[src/inc/pcgcfg_pkg.sv]
// Purpose: Shared constants and ratio decode for the clock divider block.
// Assumes: 32-bit AXI4-Lite register words on a 50 MHz aclk.
// Notes: Divide tables hold high-range ratios as half periods.
`default_nettype none

package pcgcfg_pkg;

  // ==========================================================================
  // Register map
  // ==========================================================================
  localparam int ADDR_W = 4;
  localparam logic [3:0] ADDR_CTRL = 4'h0;
  localparam logic [3:0] ADDR_DIV = 4'h4;
  localparam logic [3:0] ADDR_STATUS = 4'h8;

  localparam int CTRL_W = 6;
  localparam int CTRL_REF_SRC_BIT = 0;
  localparam int CTRL_SE_SEL_BIT = 1;
  localparam int CTRL_RANGE_BIT = 2;
  localparam int CTRL_LOOP_EN_BIT = 3;
  localparam int CTRL_INVERT_BIT = 4;
  localparam int CTRL_OE_N_BIT = 5;
  localparam logic [5:0] CTRL_RESET = 6'h3F;

  localparam int DIV_W = 9;
  localparam int DIV_A_LSB = 0;
  localparam int DIV_B_LSB = 2;
  localparam int DIV_C_LSB = 4;
  localparam int DIV_FB_LSB = 6;
  localparam logic [8:0] DIV_RESET = 9'h000;

  localparam int STAT_RUN_BIT = 0;
  localparam int STAT_POR_BIT = 1;
  localparam int STAT_FB_SEEN_BIT = 2;
  localparam int STAT_BYPASS_BIT = 3;

  localparam logic [1:0] RESP_OKAY = 2'h0;
  localparam logic [1:0] RESP_SLVERR = 2'h2;

  // ==========================================================================
  // Timing
  // ==========================================================================
  localparam int CLK_PERIOD_NS = 20;
  localparam int POR_TIME_NS = 1000;
  localparam int POR_CYCLES = (POR_TIME_NS + CLK_PERIOD_NS - 1) / CLK_PERIOD_NS;
  localparam int POR_CNT_W = 6;

  // ==========================================================================
  // Divider tables, high range, stored as half periods in oscillator ticks
  // ==========================================================================
  localparam int HALF_W = 4;
  localparam logic [3:0] HALF_A [4] = '{4'h2, 4'h3, 4'h4, 4'h6};
  localparam logic [3:0] HALF_B [4] = '{4'h2, 4'h3, 4'h4, 4'h5};
  localparam logic [3:0] HALF_C [4] = '{4'h1, 4'h2, 4'h3, 4'h4};
  localparam logic [3:0] HALF_FB [8] =
    '{4'h2, 4'h3, 4'h4, 4'h5, 4'h4, 4'h6, 4'h8, 4'hA};

  localparam logic [1:0] BANK_A = 2'h0;
  localparam logic [1:0] BANK_B = 2'h1;
  localparam logic [1:0] BANK_C = 2'h2;

  // Bank decode shared by the three output banks.
  function automatic logic [3:0] bank_half(input logic [1:0] bank,
                                           input logic [1:0] sel);
    logic [3:0] h;
    h = HALF_C[sel];
    if (bank == BANK_A) begin
      h = HALF_A[sel];
    end else if (bank == BANK_B) begin
      h = HALF_B[sel];
    end
    return h;
  endfunction : bank_half

endpackage : pcgcfg_pkg

`default_nettype wire

[src/core/pcgcfg_div.sv]
// Purpose: One output divider producing a square wave from oscillator ticks.
// Assumes: half is at least one tick and the block clears it on reset.
// Notes: Output toggles every half ticks, so the ratio is twice half.
`default_nettype none

module pcgcfg_div #(
  parameter int HALF_W = 4
) (
  input wire logic aclk,
  input wire logic aresetn,
  input wire logic clear,
  input wire logic tick,
  input wire logic [HALF_W-1:0] half,
  output logic q
);

  logic [HALF_W-1:0] cnt_reg;
  logic q_reg;
  logic last;

  // A shrinking half must not strand the counter above the new limit.
  assign last = (cnt_reg >= half - 1'b1);
  assign q = q_reg;

  always_ff @(posedge aclk) begin
    if (!aresetn || clear) begin
      cnt_reg <= '0;
      q_reg <= 1'b0;
    end else if (tick) begin
      if (last) begin
        cnt_reg <= '0;
        q_reg <= ~q_reg;
      end else begin
        cnt_reg <= cnt_reg + 1'b1;
      end
    end
  end

  // ==========================================================================
  // Checks
  // ==========================================================================
  property p_div_toggle;
    @(posedge aclk) disable iff (!aresetn)
      (tick && last && !clear) |=> (q_reg != $past(q_reg));
  endproperty
  a_div_toggle: assert property (p_div_toggle)
    else $error("divider output missed its toggle");

  property p_div_hold;
    @(posedge aclk) disable iff (!aresetn)
      (!tick && !clear) |=> $stable(q_reg);
  endproperty
  a_div_hold: assert property (p_div_hold)
    else $error("divider output moved without an oscillator tick");

endmodule : pcgcfg_div

`default_nettype wire

[src/core/pcgcfg_top.sv]
// Purpose: Reference select, bypass, range pre-divide and bank dividers.
// Assumes: Reference and feedback pins are synchronous to aclk.
// Notes: In loop mode the oscillator is modelled as one tick per aclk.
//
// Register access over AXI4-Lite and the register addresses were left to the implementer.
`default_nettype none

module pcgcfg_top #(
  parameter int POR_CYCLES = pcgcfg_pkg::POR_CYCLES
) (
  input wire logic aclk,
  input wire logic aresetn,
  input wire logic [pcgcfg_pkg::ADDR_W-1:0] s_axi_awaddr,
  input wire logic s_axi_awvalid,
  output logic s_axi_awready,
  input wire logic [31:0] s_axi_wdata,
  input wire logic [3:0] s_axi_wstrb,
  input wire logic s_axi_wvalid,
  output logic s_axi_wready,
  output logic [1:0] s_axi_bresp,
  output logic s_axi_bvalid,
  input wire logic s_axi_bready,
  input wire logic [pcgcfg_pkg::ADDR_W-1:0] s_axi_araddr,
  input wire logic s_axi_arvalid,
  output logic s_axi_arready,
  output logic [31:0] s_axi_rdata,
  output logic [1:0] s_axi_rresp,
  output logic s_axi_rvalid,
  input wire logic s_axi_rready,
  input wire logic reset_output_enable_n,
  input wire logic single_ended_ref_zero,
  input wire logic single_ended_ref_one,
  input wire logic diff_ref_in,
  input wire logic feedback_input,
  output logic [3:0] bank_a_outputs,
  output logic bank_a_oe,
  output logic [3:0] bank_b_outputs,
  output logic bank_b_oe,
  output logic [3:0] bank_c_outputs,
  output logic bank_c_oe,
  output logic feedback_output,
  output logic feedback_oe
);

  // ==========================================================================
  // AXI4-Lite slave
  // ==========================================================================
  logic awready_reg, wready_reg, bvalid_reg, arready_reg, rvalid_reg;
  logic aw_held_reg, w_held_reg;
  logic [pcgcfg_pkg::ADDR_W-1:0] aw_addr_reg;
  logic [31:0] w_data_reg, rdata_reg;
  logic [3:0] w_strb_reg;
  logic [1:0] bresp_reg, rresp_reg;
  logic [pcgcfg_pkg::CTRL_W-1:0] ctrl_reg;
  logic [pcgcfg_pkg::DIV_W-1:0] div_reg;
  logic [31:0] status_word;
  logic aw_fire, w_fire, do_write;

  assign s_axi_awready = awready_reg;
  assign s_axi_wready = wready_reg;
  assign s_axi_bvalid = bvalid_reg;
  assign s_axi_bresp = bresp_reg;
  assign s_axi_arready = arready_reg;
  assign s_axi_rvalid = rvalid_reg;
  assign s_axi_rdata = rdata_reg;
  assign s_axi_rresp = rresp_reg;

  assign aw_fire = s_axi_awvalid && awready_reg;
  assign w_fire = s_axi_wvalid && wready_reg;
  assign do_write = aw_held_reg && w_held_reg && !bvalid_reg;

  always_ff @(posedge aclk) begin
    if (!aresetn) begin
      awready_reg <= 1'b1;
      aw_held_reg <= 1'b0;
      aw_addr_reg <= '0;
    end else if (aw_fire) begin
      awready_reg <= 1'b0;
      aw_held_reg <= 1'b1;
      aw_addr_reg <= s_axi_awaddr;
    end else if (bvalid_reg && s_axi_bready) begin
      awready_reg <= 1'b1;
      aw_held_reg <= 1'b0;
    end
  end

  always_ff @(posedge aclk) begin
    if (!aresetn) begin
      wready_reg <= 1'b1;
      w_held_reg <= 1'b0;
      w_data_reg <= '0;
      w_strb_reg <= '0;
    end else if (w_fire) begin
      wready_reg <= 1'b0;
      w_held_reg <= 1'b1;
      w_data_reg <= s_axi_wdata;
      w_strb_reg <= s_axi_wstrb;
    end else if (bvalid_reg && s_axi_bready) begin
      wready_reg <= 1'b1;
      w_held_reg <= 1'b0;
    end
  end

  // Response is raised one cycle after both halves of the write are held.
  always_ff @(posedge aclk) begin
    if (!aresetn) begin
      bvalid_reg <= 1'b0;
      bresp_reg <= pcgcfg_pkg::RESP_OKAY;
    end else if (do_write) begin
      bvalid_reg <= 1'b1;
      bresp_reg <= (aw_addr_reg == pcgcfg_pkg::ADDR_CTRL ||
                    aw_addr_reg == pcgcfg_pkg::ADDR_DIV) ?
                   pcgcfg_pkg::RESP_OKAY : pcgcfg_pkg::RESP_SLVERR;
    end else if (bvalid_reg && s_axi_bready) begin
      bvalid_reg <= 1'b0;
    end
  end

  always_ff @(posedge aclk) begin
    if (!aresetn) begin
      ctrl_reg <= pcgcfg_pkg::CTRL_RESET;
      div_reg <= pcgcfg_pkg::DIV_RESET;
    end else if (do_write) begin
      if (aw_addr_reg == pcgcfg_pkg::ADDR_CTRL && w_strb_reg[0]) begin
        ctrl_reg <= w_data_reg[pcgcfg_pkg::CTRL_W-1:0];
      end
      if (aw_addr_reg == pcgcfg_pkg::ADDR_DIV) begin
        if (w_strb_reg[0]) begin
          div_reg[7:0] <= w_data_reg[7:0];
        end
        if (w_strb_reg[1]) begin
          div_reg[8] <= w_data_reg[8];
        end
      end
    end
  end

  always_ff @(posedge aclk) begin
    if (!aresetn) begin
      arready_reg <= 1'b1;
      rvalid_reg <= 1'b0;
      rdata_reg <= '0;
      rresp_reg <= pcgcfg_pkg::RESP_OKAY;
    end else if (s_axi_arvalid && arready_reg) begin
      arready_reg <= 1'b0;
      rvalid_reg <= 1'b1;
      rresp_reg <= pcgcfg_pkg::RESP_OKAY;
      unique case (s_axi_araddr)
        pcgcfg_pkg::ADDR_CTRL: begin
          rdata_reg <= {26'h0, ctrl_reg};
        end
        pcgcfg_pkg::ADDR_DIV: begin
          rdata_reg <= {23'h0, div_reg};
        end
        pcgcfg_pkg::ADDR_STATUS: begin
          rdata_reg <= status_word;
        end
        default: begin
          rdata_reg <= '0;
          rresp_reg <= pcgcfg_pkg::RESP_SLVERR;
        end
      endcase
    end else if (rvalid_reg && s_axi_rready) begin
      rvalid_reg <= 1'b0;
      arready_reg <= 1'b1;
    end
  end

  // ==========================================================================
  // Configuration fields
  // ==========================================================================
  logic ref_source, se_sel, range_high, loop_en, invert, soft_oe_n;
  logic [1:0] sel_a, sel_b, sel_c;
  logic [2:0] sel_fb;

  assign ref_source = ctrl_reg[pcgcfg_pkg::CTRL_REF_SRC_BIT];
  assign se_sel = ctrl_reg[pcgcfg_pkg::CTRL_SE_SEL_BIT];
  assign range_high = ctrl_reg[pcgcfg_pkg::CTRL_RANGE_BIT];
  assign loop_en = ctrl_reg[pcgcfg_pkg::CTRL_LOOP_EN_BIT];
  assign invert = ctrl_reg[pcgcfg_pkg::CTRL_INVERT_BIT];
  assign soft_oe_n = ctrl_reg[pcgcfg_pkg::CTRL_OE_N_BIT];
  assign sel_a = div_reg[pcgcfg_pkg::DIV_A_LSB +: 2];
  assign sel_b = div_reg[pcgcfg_pkg::DIV_B_LSB +: 2];
  assign sel_c = div_reg[pcgcfg_pkg::DIV_C_LSB +: 2];
  assign sel_fb = div_reg[pcgcfg_pkg::DIV_FB_LSB +: 3];

  // ==========================================================================
  // Power-up reset and device reset
  // ==========================================================================
  logic [pcgcfg_pkg::POR_CNT_W-1:0] por_cnt_reg;
  logic por_done_reg;
  logic dev_reset;

  always_ff @(posedge aclk) begin
    if (!aresetn) begin
      por_cnt_reg <= '0;
      por_done_reg <= 1'b0;
    end else if (!por_done_reg) begin
      por_cnt_reg <= por_cnt_reg + 1'b1;
      if (por_cnt_reg == pcgcfg_pkg::POR_CNT_W'(POR_CYCLES - 1)) begin
        por_done_reg <= 1'b1;
      end
    end
  end

  // The pin and the software copy both hold the device in reset.
  assign dev_reset = !por_done_reg || !reset_output_enable_n ||
                     !soft_oe_n;

  // ==========================================================================
  // Reference select, bypass and range pre-divide
  // ==========================================================================
  logic ref_now, ref_prev_reg, ref_rise, osc_tick, div_tick, pre_reg;
  logic fb_prev_reg, fb_seen_reg;

  assign ref_now = ref_source ? diff_ref_in :
                   (se_sel ? single_ended_ref_one :
                    single_ended_ref_zero);
  assign ref_rise = ref_now && !ref_prev_reg;

  // An open loop in reset leaves the oscillator idle, its lowest rate.
  assign osc_tick = dev_reset ? 1'b0 :
                    (loop_en ? 1'b1 :
                     ref_rise);
  assign div_tick = range_high ? osc_tick : (osc_tick && pre_reg);

  always_ff @(posedge aclk) begin
    if (!aresetn) begin
      ref_prev_reg <= 1'b0;
      fb_prev_reg <= 1'b0;
    end else begin
      ref_prev_reg <= ref_now;
      fb_prev_reg <= feedback_input;
    end
  end

  always_ff @(posedge aclk) begin
    if (!aresetn || dev_reset) begin
      pre_reg <= 1'b0;
    end else if (osc_tick) begin
      pre_reg <= ~pre_reg;
    end
  end

  // Sticky sign that the external feedback path carries edges.
  always_ff @(posedge aclk) begin
    if (!aresetn || dev_reset) begin
      fb_seen_reg <= 1'b0;
    end else if (feedback_input && !fb_prev_reg) begin
      fb_seen_reg <= 1'b1;
    end
  end

  assign status_word = {28'h0000000, !loop_en, fb_seen_reg, por_done_reg,
                        !dev_reset};

  // ==========================================================================
  // Dividers
  // ==========================================================================
  logic [pcgcfg_pkg::HALF_W-1:0] half [4];
  logic [3:0] div_q;

  assign half[0] = pcgcfg_pkg::bank_half(pcgcfg_pkg::BANK_A, sel_a);
  assign half[1] = pcgcfg_pkg::bank_half(pcgcfg_pkg::BANK_B, sel_b);
  assign half[2] = pcgcfg_pkg::bank_half(pcgcfg_pkg::BANK_C, sel_c);
  assign half[3] = pcgcfg_pkg::HALF_FB[sel_fb];

  genvar gi;
  generate
    for (gi = 0; gi < 4; gi++) begin : g_div
      pcgcfg_div #(
        .HALF_W(pcgcfg_pkg::HALF_W)
      ) u_div (
        .aclk(aclk),
        .aresetn(aresetn),
        .clear(dev_reset),
        .tick(div_tick),
        .half(half[gi]),
        .q(div_q[gi])
      );
    end
  endgenerate

  // ==========================================================================
  // Output stage
  // ==========================================================================
  logic [3:0] out_a_reg, out_b_reg, out_c_reg;
  logic out_fb_reg, oe_reg;

  assign bank_a_outputs = out_a_reg;
  assign bank_b_outputs = out_b_reg;
  assign bank_c_outputs = out_c_reg;
  assign feedback_output = out_fb_reg;
  assign bank_a_oe = oe_reg;
  assign bank_b_oe = oe_reg;
  assign bank_c_oe = oe_reg;
  assign feedback_oe = oe_reg;

  always_ff @(posedge aclk) begin
    if (!aresetn) begin
      oe_reg <= 1'b0;
    end else begin
      oe_reg <= !dev_reset;
    end
  end

  always_ff @(posedge aclk) begin
    if (!aresetn || dev_reset) begin
      out_a_reg <= 4'h0;
      out_b_reg <= 4'h0;
      out_c_reg <= 4'h0;
      out_fb_reg <= 1'b0;
    end else begin
      out_a_reg <= {4{div_q[0]}};
      out_b_reg <= {4{div_q[1]}};
      out_c_reg <= {{2{div_q[2] ^ invert}}, {2{div_q[2]}}};
      out_fb_reg <= div_q[3];
    end
  end

  // ==========================================================================
  // Checks
  // ==========================================================================
  property p_ref_select;
    @(posedge aclk) disable iff (!aresetn)
      !ref_source |-> (ref_now == (se_sel ? single_ended_ref_one :
                                   single_ended_ref_zero));
  endproperty
  a_ref_select: assert property (p_ref_select)
    else $error("wrong single-ended reference selected");

  property p_range_low;
    @(posedge aclk) disable iff (!aresetn)
      (!range_high && osc_tick ##1 !range_high && osc_tick) |->
        ($past(div_tick) != div_tick);
  endproperty
  a_range_low: assert property (p_range_low)
    else $error("low range did not halve the oscillator");

  property p_bypass;
    @(posedge aclk) disable iff (!aresetn)
      (!loop_en && !dev_reset) |->
        (osc_tick == (ref_now && !$past(ref_now)));
  endproperty
  a_bypass: assert property (p_bypass)
    else $error("bypass did not follow the reference edges");

  property p_normal;
    @(posedge aclk) disable iff (!aresetn)
      (loop_en && !dev_reset) |-> osc_tick;
  endproperty
  a_normal: assert property (p_normal)
    else $error("oscillator stalled in loop mode");

  property p_invert;
    @(posedge aclk) disable iff (!aresetn)
      ($past(invert) && $past(!dev_reset)) |->
        (out_c_reg[3] != out_c_reg[1]);
  endproperty
  a_invert: assert property (p_invert)
    else $error("bank C upper pair not inverted");

  property p_tristate;
    @(posedge aclk) disable iff (!aresetn)
      !reset_output_enable_n |=> (!bank_a_oe && !bank_b_oe && !bank_c_oe &&
                                  !feedback_oe && out_a_reg == 4'h0);
  endproperty
  a_tristate: assert property (p_tristate)
    else $error("outputs driven while reset pin low");

  property p_reset_idle;
    @(posedge aclk) disable iff (!aresetn)
      dev_reset [*2] |-> (!osc_tick && !pre_reg);
  endproperty
  a_reset_idle: assert property (p_reset_idle)
    else $error("oscillator ran during reset");

  property p_por;
    @(posedge aclk) disable iff (!aresetn)
      $rose(por_done_reg) |-> $past(por_cnt_reg) ==
        pcgcfg_pkg::POR_CNT_W'(POR_CYCLES - 1);
  endproperty
  a_por: assert property (p_por)
    else $error("power-up reset length wrong");

  property p_por_hold;
    @(posedge aclk) disable iff (!aresetn)
      !por_done_reg |=> !oe_reg;
  endproperty
  a_por_hold: assert property (p_por_hold)
    else $error("outputs enabled before power-up reset ended");

  c_bypass_run: cover property (@(posedge aclk) disable iff (!aresetn)
    !loop_en && osc_tick);
  c_low_range: cover property (@(posedge aclk) disable iff (!aresetn)
    !range_high && div_tick);
  c_invert: cover property (@(posedge aclk) disable iff (!aresetn)
    invert && out_c_reg[3] && !out_c_reg[0]);
  c_fb_seen: cover property (@(posedge aclk) disable iff (!aresetn)
    $rose(fb_seen_reg));

endmodule : pcgcfg_top

`default_nettype wire

[config.mk]
export PLATFORM = sky130hd
export DESIGN_NAME = pcgcfg_top
export DESIGN_NICKNAME = d
export VERILOG_FILES = /design/src/inc/pcgcfg_pkg.sv /design/src/core/pcgcfg_div.sv /design/src/core/pcgcfg_top.sv
export SDC_FILE = /design/constraint.sdc
export NUM_CORES = 1
export LEC_CHECK = 0
export BUFFER_PORTS_ARGS = -buffer_cell sky130_fd_sc_hd__clkbuf_2
export CORE_ASPECT_RATIO = 0.6
export CORE_MARGIN = 2
export CORE_UTILIZATION = 30
export CTS_BUF_LIST = sky130_fd_sc_hd__clkbuf_4
export DETAILED_ROUTE_END_ITERATION = 8
export GPL_ROUTABILITY_DRIVEN = 0
export GPL_TIMING_DRIVEN = 1
export PLACE_DENSITY = 0.54
export SYNTH_ARGS = -nofsm -noshare
export SYNTH_HDL_FRONTEND = slang
export SYNTH_HIERARCHICAL = 1
export SYNTH_SLANG_ARGS = --single-unit
[constraint.sdc]
create_clock -name aclk -period 3.2 [get_ports aclk]
set_input_delay 0.16 -clock aclk [delete_from_list [all_inputs] [get_ports aclk]]
set_output_delay 0.16 -clock aclk [all_outputs]
set_load 0.005 [all_outputs]
Word-level counts from Yosys, hierarchy flattened

Memories as Yosys holds them, arrays and structs flattened.
Index checks and enable logic that the tools add are counted.

$add $sub $neg: 9
Order comparisons: 8
Equality and inequality tests: 4
Muxes and demuxes: 36
Bitwise gates (word level): 10
Reductions and logical operators: 38

Operators with widths:

| operator              | count |
|---|---|
| $mux W4               | 12 |
| $pmux W9 S3           | 1 |
| $bmux W4 S2           | 3 |
| $mux W1               | 18 |
| $add A4 B1 Y4 const B | 4 |
| $ge A4 B4 Y1          | 4 |
| $sub A4 B1 Y4 const B | 4 |
| $logic_and A1 B1 Y1   | 11 |
| $reduce_and A2 Y1     | 5 |
| $ge A3 B3 Y1 const B  | 3 |
| $logic_not A1 Y1      | 9 |
| $not A2 Y3            | 3 |
| $eq A4 B3 Y1 const B  | 2 |
| $logic_not A4 Y1      | 2 |
| $reduce_bool A2 Y1    | 4 |
| $add A6 B1 Y6 const B | 1 |
| $eq A6 B6 Y1 const B  | 1 |
| $reduce_and A3 Y1     | 2 |
| $not A1 Y1            | 5 |
| $eq A4 B4 Y1 const B  | 1 |
| $ge A4 B4 Y1 const B  | 1 |
| $logic_or A1 B1 Y1    | 4 |
| $mux W2               | 2 |
| $not A3 Y4            | 1 |
| 2 further kinds       | 2 |

Bits in registers: 111
Memory bits (read-only): 32
Input bits: 56
Output and inout port bits: 58
Logic and storage cells: 141
Memories kept: 1

Memory list:

| name            | depth | width | read ports | clocked after memory_dff | write ports | line              | RTL |
|---|---|---|---|---|---|---|---|
| (no name shown) | 8     | 4     | 1          | 0                        | 0           | pcgcfg_top.sv:266 | `assign half[3] = pcgcfg_pkg::HALF_FB[sel_fb];` |

Longest topological paths before layout

Depth in word-level cells: 8
Gate-level depth with buffers: 11
Gate-level depth less buffers: 11

Hierarchy

Netlist, hierarchy kept.

Modules (own cells, without submodules):

| module     | instances | cells each | area each (sq um) | seq. area each (sq um) |
|---|---|---|---|---|
| pcgcfg_top | 1         | 339        | 2946.6            | 1301.2 |
| pcgcfg_div | 4         | 45         | 412.9             | 100.1 |

Worst setup path before layout

No wires, ideal clock.

Path type: reg2reg
Start: register div_reg[4] (netlist bit)
End: register g_div[2].u_div.q_reg
Setup time: 0.070 ns
Arrival time: 2.171 ns
Setup slack: 0.959 ns
Stages on the path, launching flop included: 10
Path buffers: 0
Clock period less this slack: 2.241 ns
Cells stage by stage: dfxtp_1 > inv_1 > ha_1 > or2_2 > inv_1 > ha_1 > ha_1 > a2111oi_4 > or4_1 > a21oi_1

RTL lines:

| what                     | line              | RTL |
|---|---|---|
| start: declaration       | pcgcfg_top.sv:55  | `logic [pcgcfg_pkg::DIV_W-1:0] div_reg;` |
| start signal: assignment | pcgcfg_top.sv:122 | `div_reg <= pcgcfg_pkg::DIV_RESET;` |
| end signal: assignment   | pcgcfg_div.sv:32  | `q_reg <= ~q_reg;` |
| end: declaration         | pcgcfg_div.sv:18  | `logic q_reg;` |

==> summary.md <==
| Metric | Value |
|---|---|
| Total clock sinks | 85 |
| DRC Markers | 0 |
| Post-synth EDFFs | 0 |
| Core Rows | 34 |
| GR Util All Layers | 13.8% |
| Clock Path Buffers | 2 |
| Slew margin rel. | ~44% |
| Htree depth | 3 |
| Iter 0 DRT Violations | approximately 180 |
| Routed Antenna Nets | 0 |
| Post-synthesis sequential area ratio | a little under two fifths |
| Peak Freq | ~410 MHz |
| Layout area overhead | 14.9% |
| CTS tree | yes |
| Slowest stage cell on the critical path | or4_1 |
| Most used DFF post-synth | dfxtp_1 |
| Clock transition at path regs | 0.13 ns |
| IO buf count | 63 |
| Critical Path RT | 3.59 ns |
| Largest net degree at the start of global routing | 50 |
| Yosys reg bits | 85 |
| Max-cap violations | 0 |
| Setup TNS | 0 ns |
| Vias | roughly 3700 |
| Die Height | approximately 100 um |
| Final hold vios | 0 |
| Width of the die | between 150 and 200 um |
| Worst Path Max Fanout | 4 |
| CP delay by family, top | simple AND/OR/NAND/NOR gates |
| Hold WC Path Type | primary input to register |
| Final net count | slightly below 700 |
| Via-to-Cell Ratio | 4.67 |
| Clk root buf | clkbuf_4 |
| Worst path cell trace | inv_1 -> ha_1 -> or2_2 -> inv_1 -> ha_1 -> xnor2_1 -> ha_1 -> o21a_1 -> nor2_1 -> or4_1 -> a21oi_1 |
| Final setup viols | 0 |
| Maximum cell stage delay along the critical path | 0.41 ns |
| Global-route wire length before repair | 17.6 mm |
| Final worst path period share | 76.8% |
| RSZ-0062 raised after global routing | no |
| Total Wirelength | approximately 11 mm |
| Cts bufs inserted | 9 |
| Share of layout cells above drive strength 1 | 18.3% |
| R2R Setup Slk | ~0.74 ns |
| Drt first pass iters | 4 |
| Number of buffer and inverter stages on the critical path | 2 |
| Worst-skew pair later-pin latency | between 0.4 and 0.5 ns |
| Slew at the pin closest to its max-slew limit | 0.836 ns |
| Setup repair bufs after CTS | 0 |
| Initial antenna violation count | 0 |
| Peak supply drop | approximately 0.12 mV |
| Max FFs per register | 16 |
| Mean post-synth cell area | a little under 9 um2 |
| Worst Setup End Kind | register |
| Pre-CTS WS | 0.786 ns |
| Minimum clock period | ~2.5 ns |
| Leak | roughly 2.1 nW |
| PnR Total Power | between 0.0015 and 0.002 W |
| Ys Warns | 6 |
| Full die area | 16400 um2 |
| Pwr/cell area | 362 nW/um2 |
| Critical Path AT | between 2 and 3 ns |
| ANT cells | 0 |
| Initial core utilization | 31.2% |
| Crit path kind | register to register |
| Core area | 14700 um2 |
| Routed WL per cell | 13.5 um |
| Max-slew violations | 0 |
| Synthesized area | between 4000 and 5000 um2 |
| Total gr overflow | 0 |
| Syn Inst Count | 519 |
| I/O pins | about 110 |
| DP Wirelength | about 7.9 mm |
| Crit path top cell by count | ha_1 |
| Status | complete, no violations |
| Vias in the first global route | 3477 |
| Crit start category | register |
| Synth unique cells | between 50 and 60 |
| Fraction of registers with async set/reset | 0% |
| Final worst slack | approximately 0.74 ns |
| Clock Skew | 0.0121 ns |
## per-stage QoR
| stage | hold WS, ns | cell area [um2] | std cells | util, % |
|---|---|---|---|---|
| 2_1_floorplan | 0.282 | 4700 | 546 | - |
| 3_3_place_gp | 0.386 | 4930 | 756 | 33.5 |
| 5_1_grt | 0.0148 | 5290 | 793 | 35.9 |
| 6_report | 0.0369 | 5290 | 793 | 35.9 |
| 4_1_cts | 0.00730 | 5290 | 793 | 35.9 |
| 3_5_place_dp | 0.383 | 4930 | 756 | 33.5 |
## cells in the mapped netlist (5+ instances only)
library cell   n  area, um2
nor2_1        32        120
nand2_1       70        263
or3_1          6       37.5
inv_2          5       18.8
inv_1         23       86.3
buf_4         40        300
mux2i_1       23        230
nor3_1         8       40.0
xor2_1         7       61.3
o22ai_1        6       37.5
xnor2_1       10       87.6
ha_1          30        375
a21oi_1       41        205
nand2b_1       9       56.3
clkbuf_1      11       41.3
nand3_1       17       85.1
and2_1         8       50.1
o21ai_0        6       30.0
dfxtp_1       85       1700
nor2b_1        9       56.3
## worst register-to-register path: cells and delay by family (launching register included)
kind,cells,cell delay (ns)
XOR/XNOR,1,0.12
flip-flops,1,0.40
buffers and inverters,2,0.17
AO/OA/AOI/OAI,2,0.32
adder cells (fa/ha/maj),3,0.60
AND/OR/NAND/NOR,3,0.78
## what timing repair did
item / in CTS / in global routing
hold buffers: 22 / 0
hold endpoints to repair: 21 / 0
gates resized for setup: 0 / 0
## layout by cell type, fill, tap and decap left out, drive strengths merged, types with 5 or more instances in the layout
cell type and n:
xnor2 10, mux2i 23, dfxtp 85, nand2b 13, inv 28, nor3 9, a211oi 5, nand3 17
nor2b 9, xor2 7, nor2 36, o21ai 9, a21oi 41, clkbuf 76, ha 30, and2 8
nand2 70, o22ai 6, or3 7, conb 28, dlygate4sd3 22
## final cells by class
cell class                 instances  area, um2
tap                              198        248
clock inverter                     2       35.0
timing repair buffer              89        566
clock buffer                      13       97.6
sequential                        85       1700
fill                            1560       9430
inverter                          28        105
multi-input combinational        378       2530
## power by group
group | internal (W) | switching, W | total, W
combinational | 0.0000742 | 0.0000960 | 0.000170
clock | 0.000269 | 0.000369 | 0.000638
sequential | 0.00108 | 0.0000220 | 0.00111
## worst paths after layout
path,start,to,cells after the start
setup reg to reg,div_reg[4]$_SDFFE_PN0P_,g_div[2].u_div/q$_SDFFE_PP0P_,11
setup / recovery,div_reg[4]$_SDFFE_PN0P_,g_div[2].u_div/q$_SDFFE_PP0P_,11
hold / removal,s_axi_awvalid,aw_addr_reg[2]$_SDFFE_PN0P_,3
hold reg to reg,aw_addr_reg[1]$_SDFFE_PN0P_,aw_addr_reg[1]$_SDFFE_PN0P_,2
## cells by family after synthesis
family | after synthesis | share of synthesized area (%)
AOI/OAI and AO/OA | 91 | 14.7
buffers and inverters | 83 | 10.2
adders and majority gates | 30 | 8.16
muxes | 24 | 5.25
other | 1 | 0.0816
and+or+nand+nor | 188 | 21.3
DFF | 85 | 37.0
xor gates and xnor gates | 17 | 3.24
## per-layer routing
metal	vias up	GRT usage [%]	share of wire, %	routed length [um]
met5	-	0	0	0
met4	0	3.04	0.80	86
met3	9	3.80	5.2	553
met2	82	19.5	40	4320
met1	1726	20.6	54	5770
li1	1886	-	-	-
Note: power is estimated with default switching activity, not from simulation.
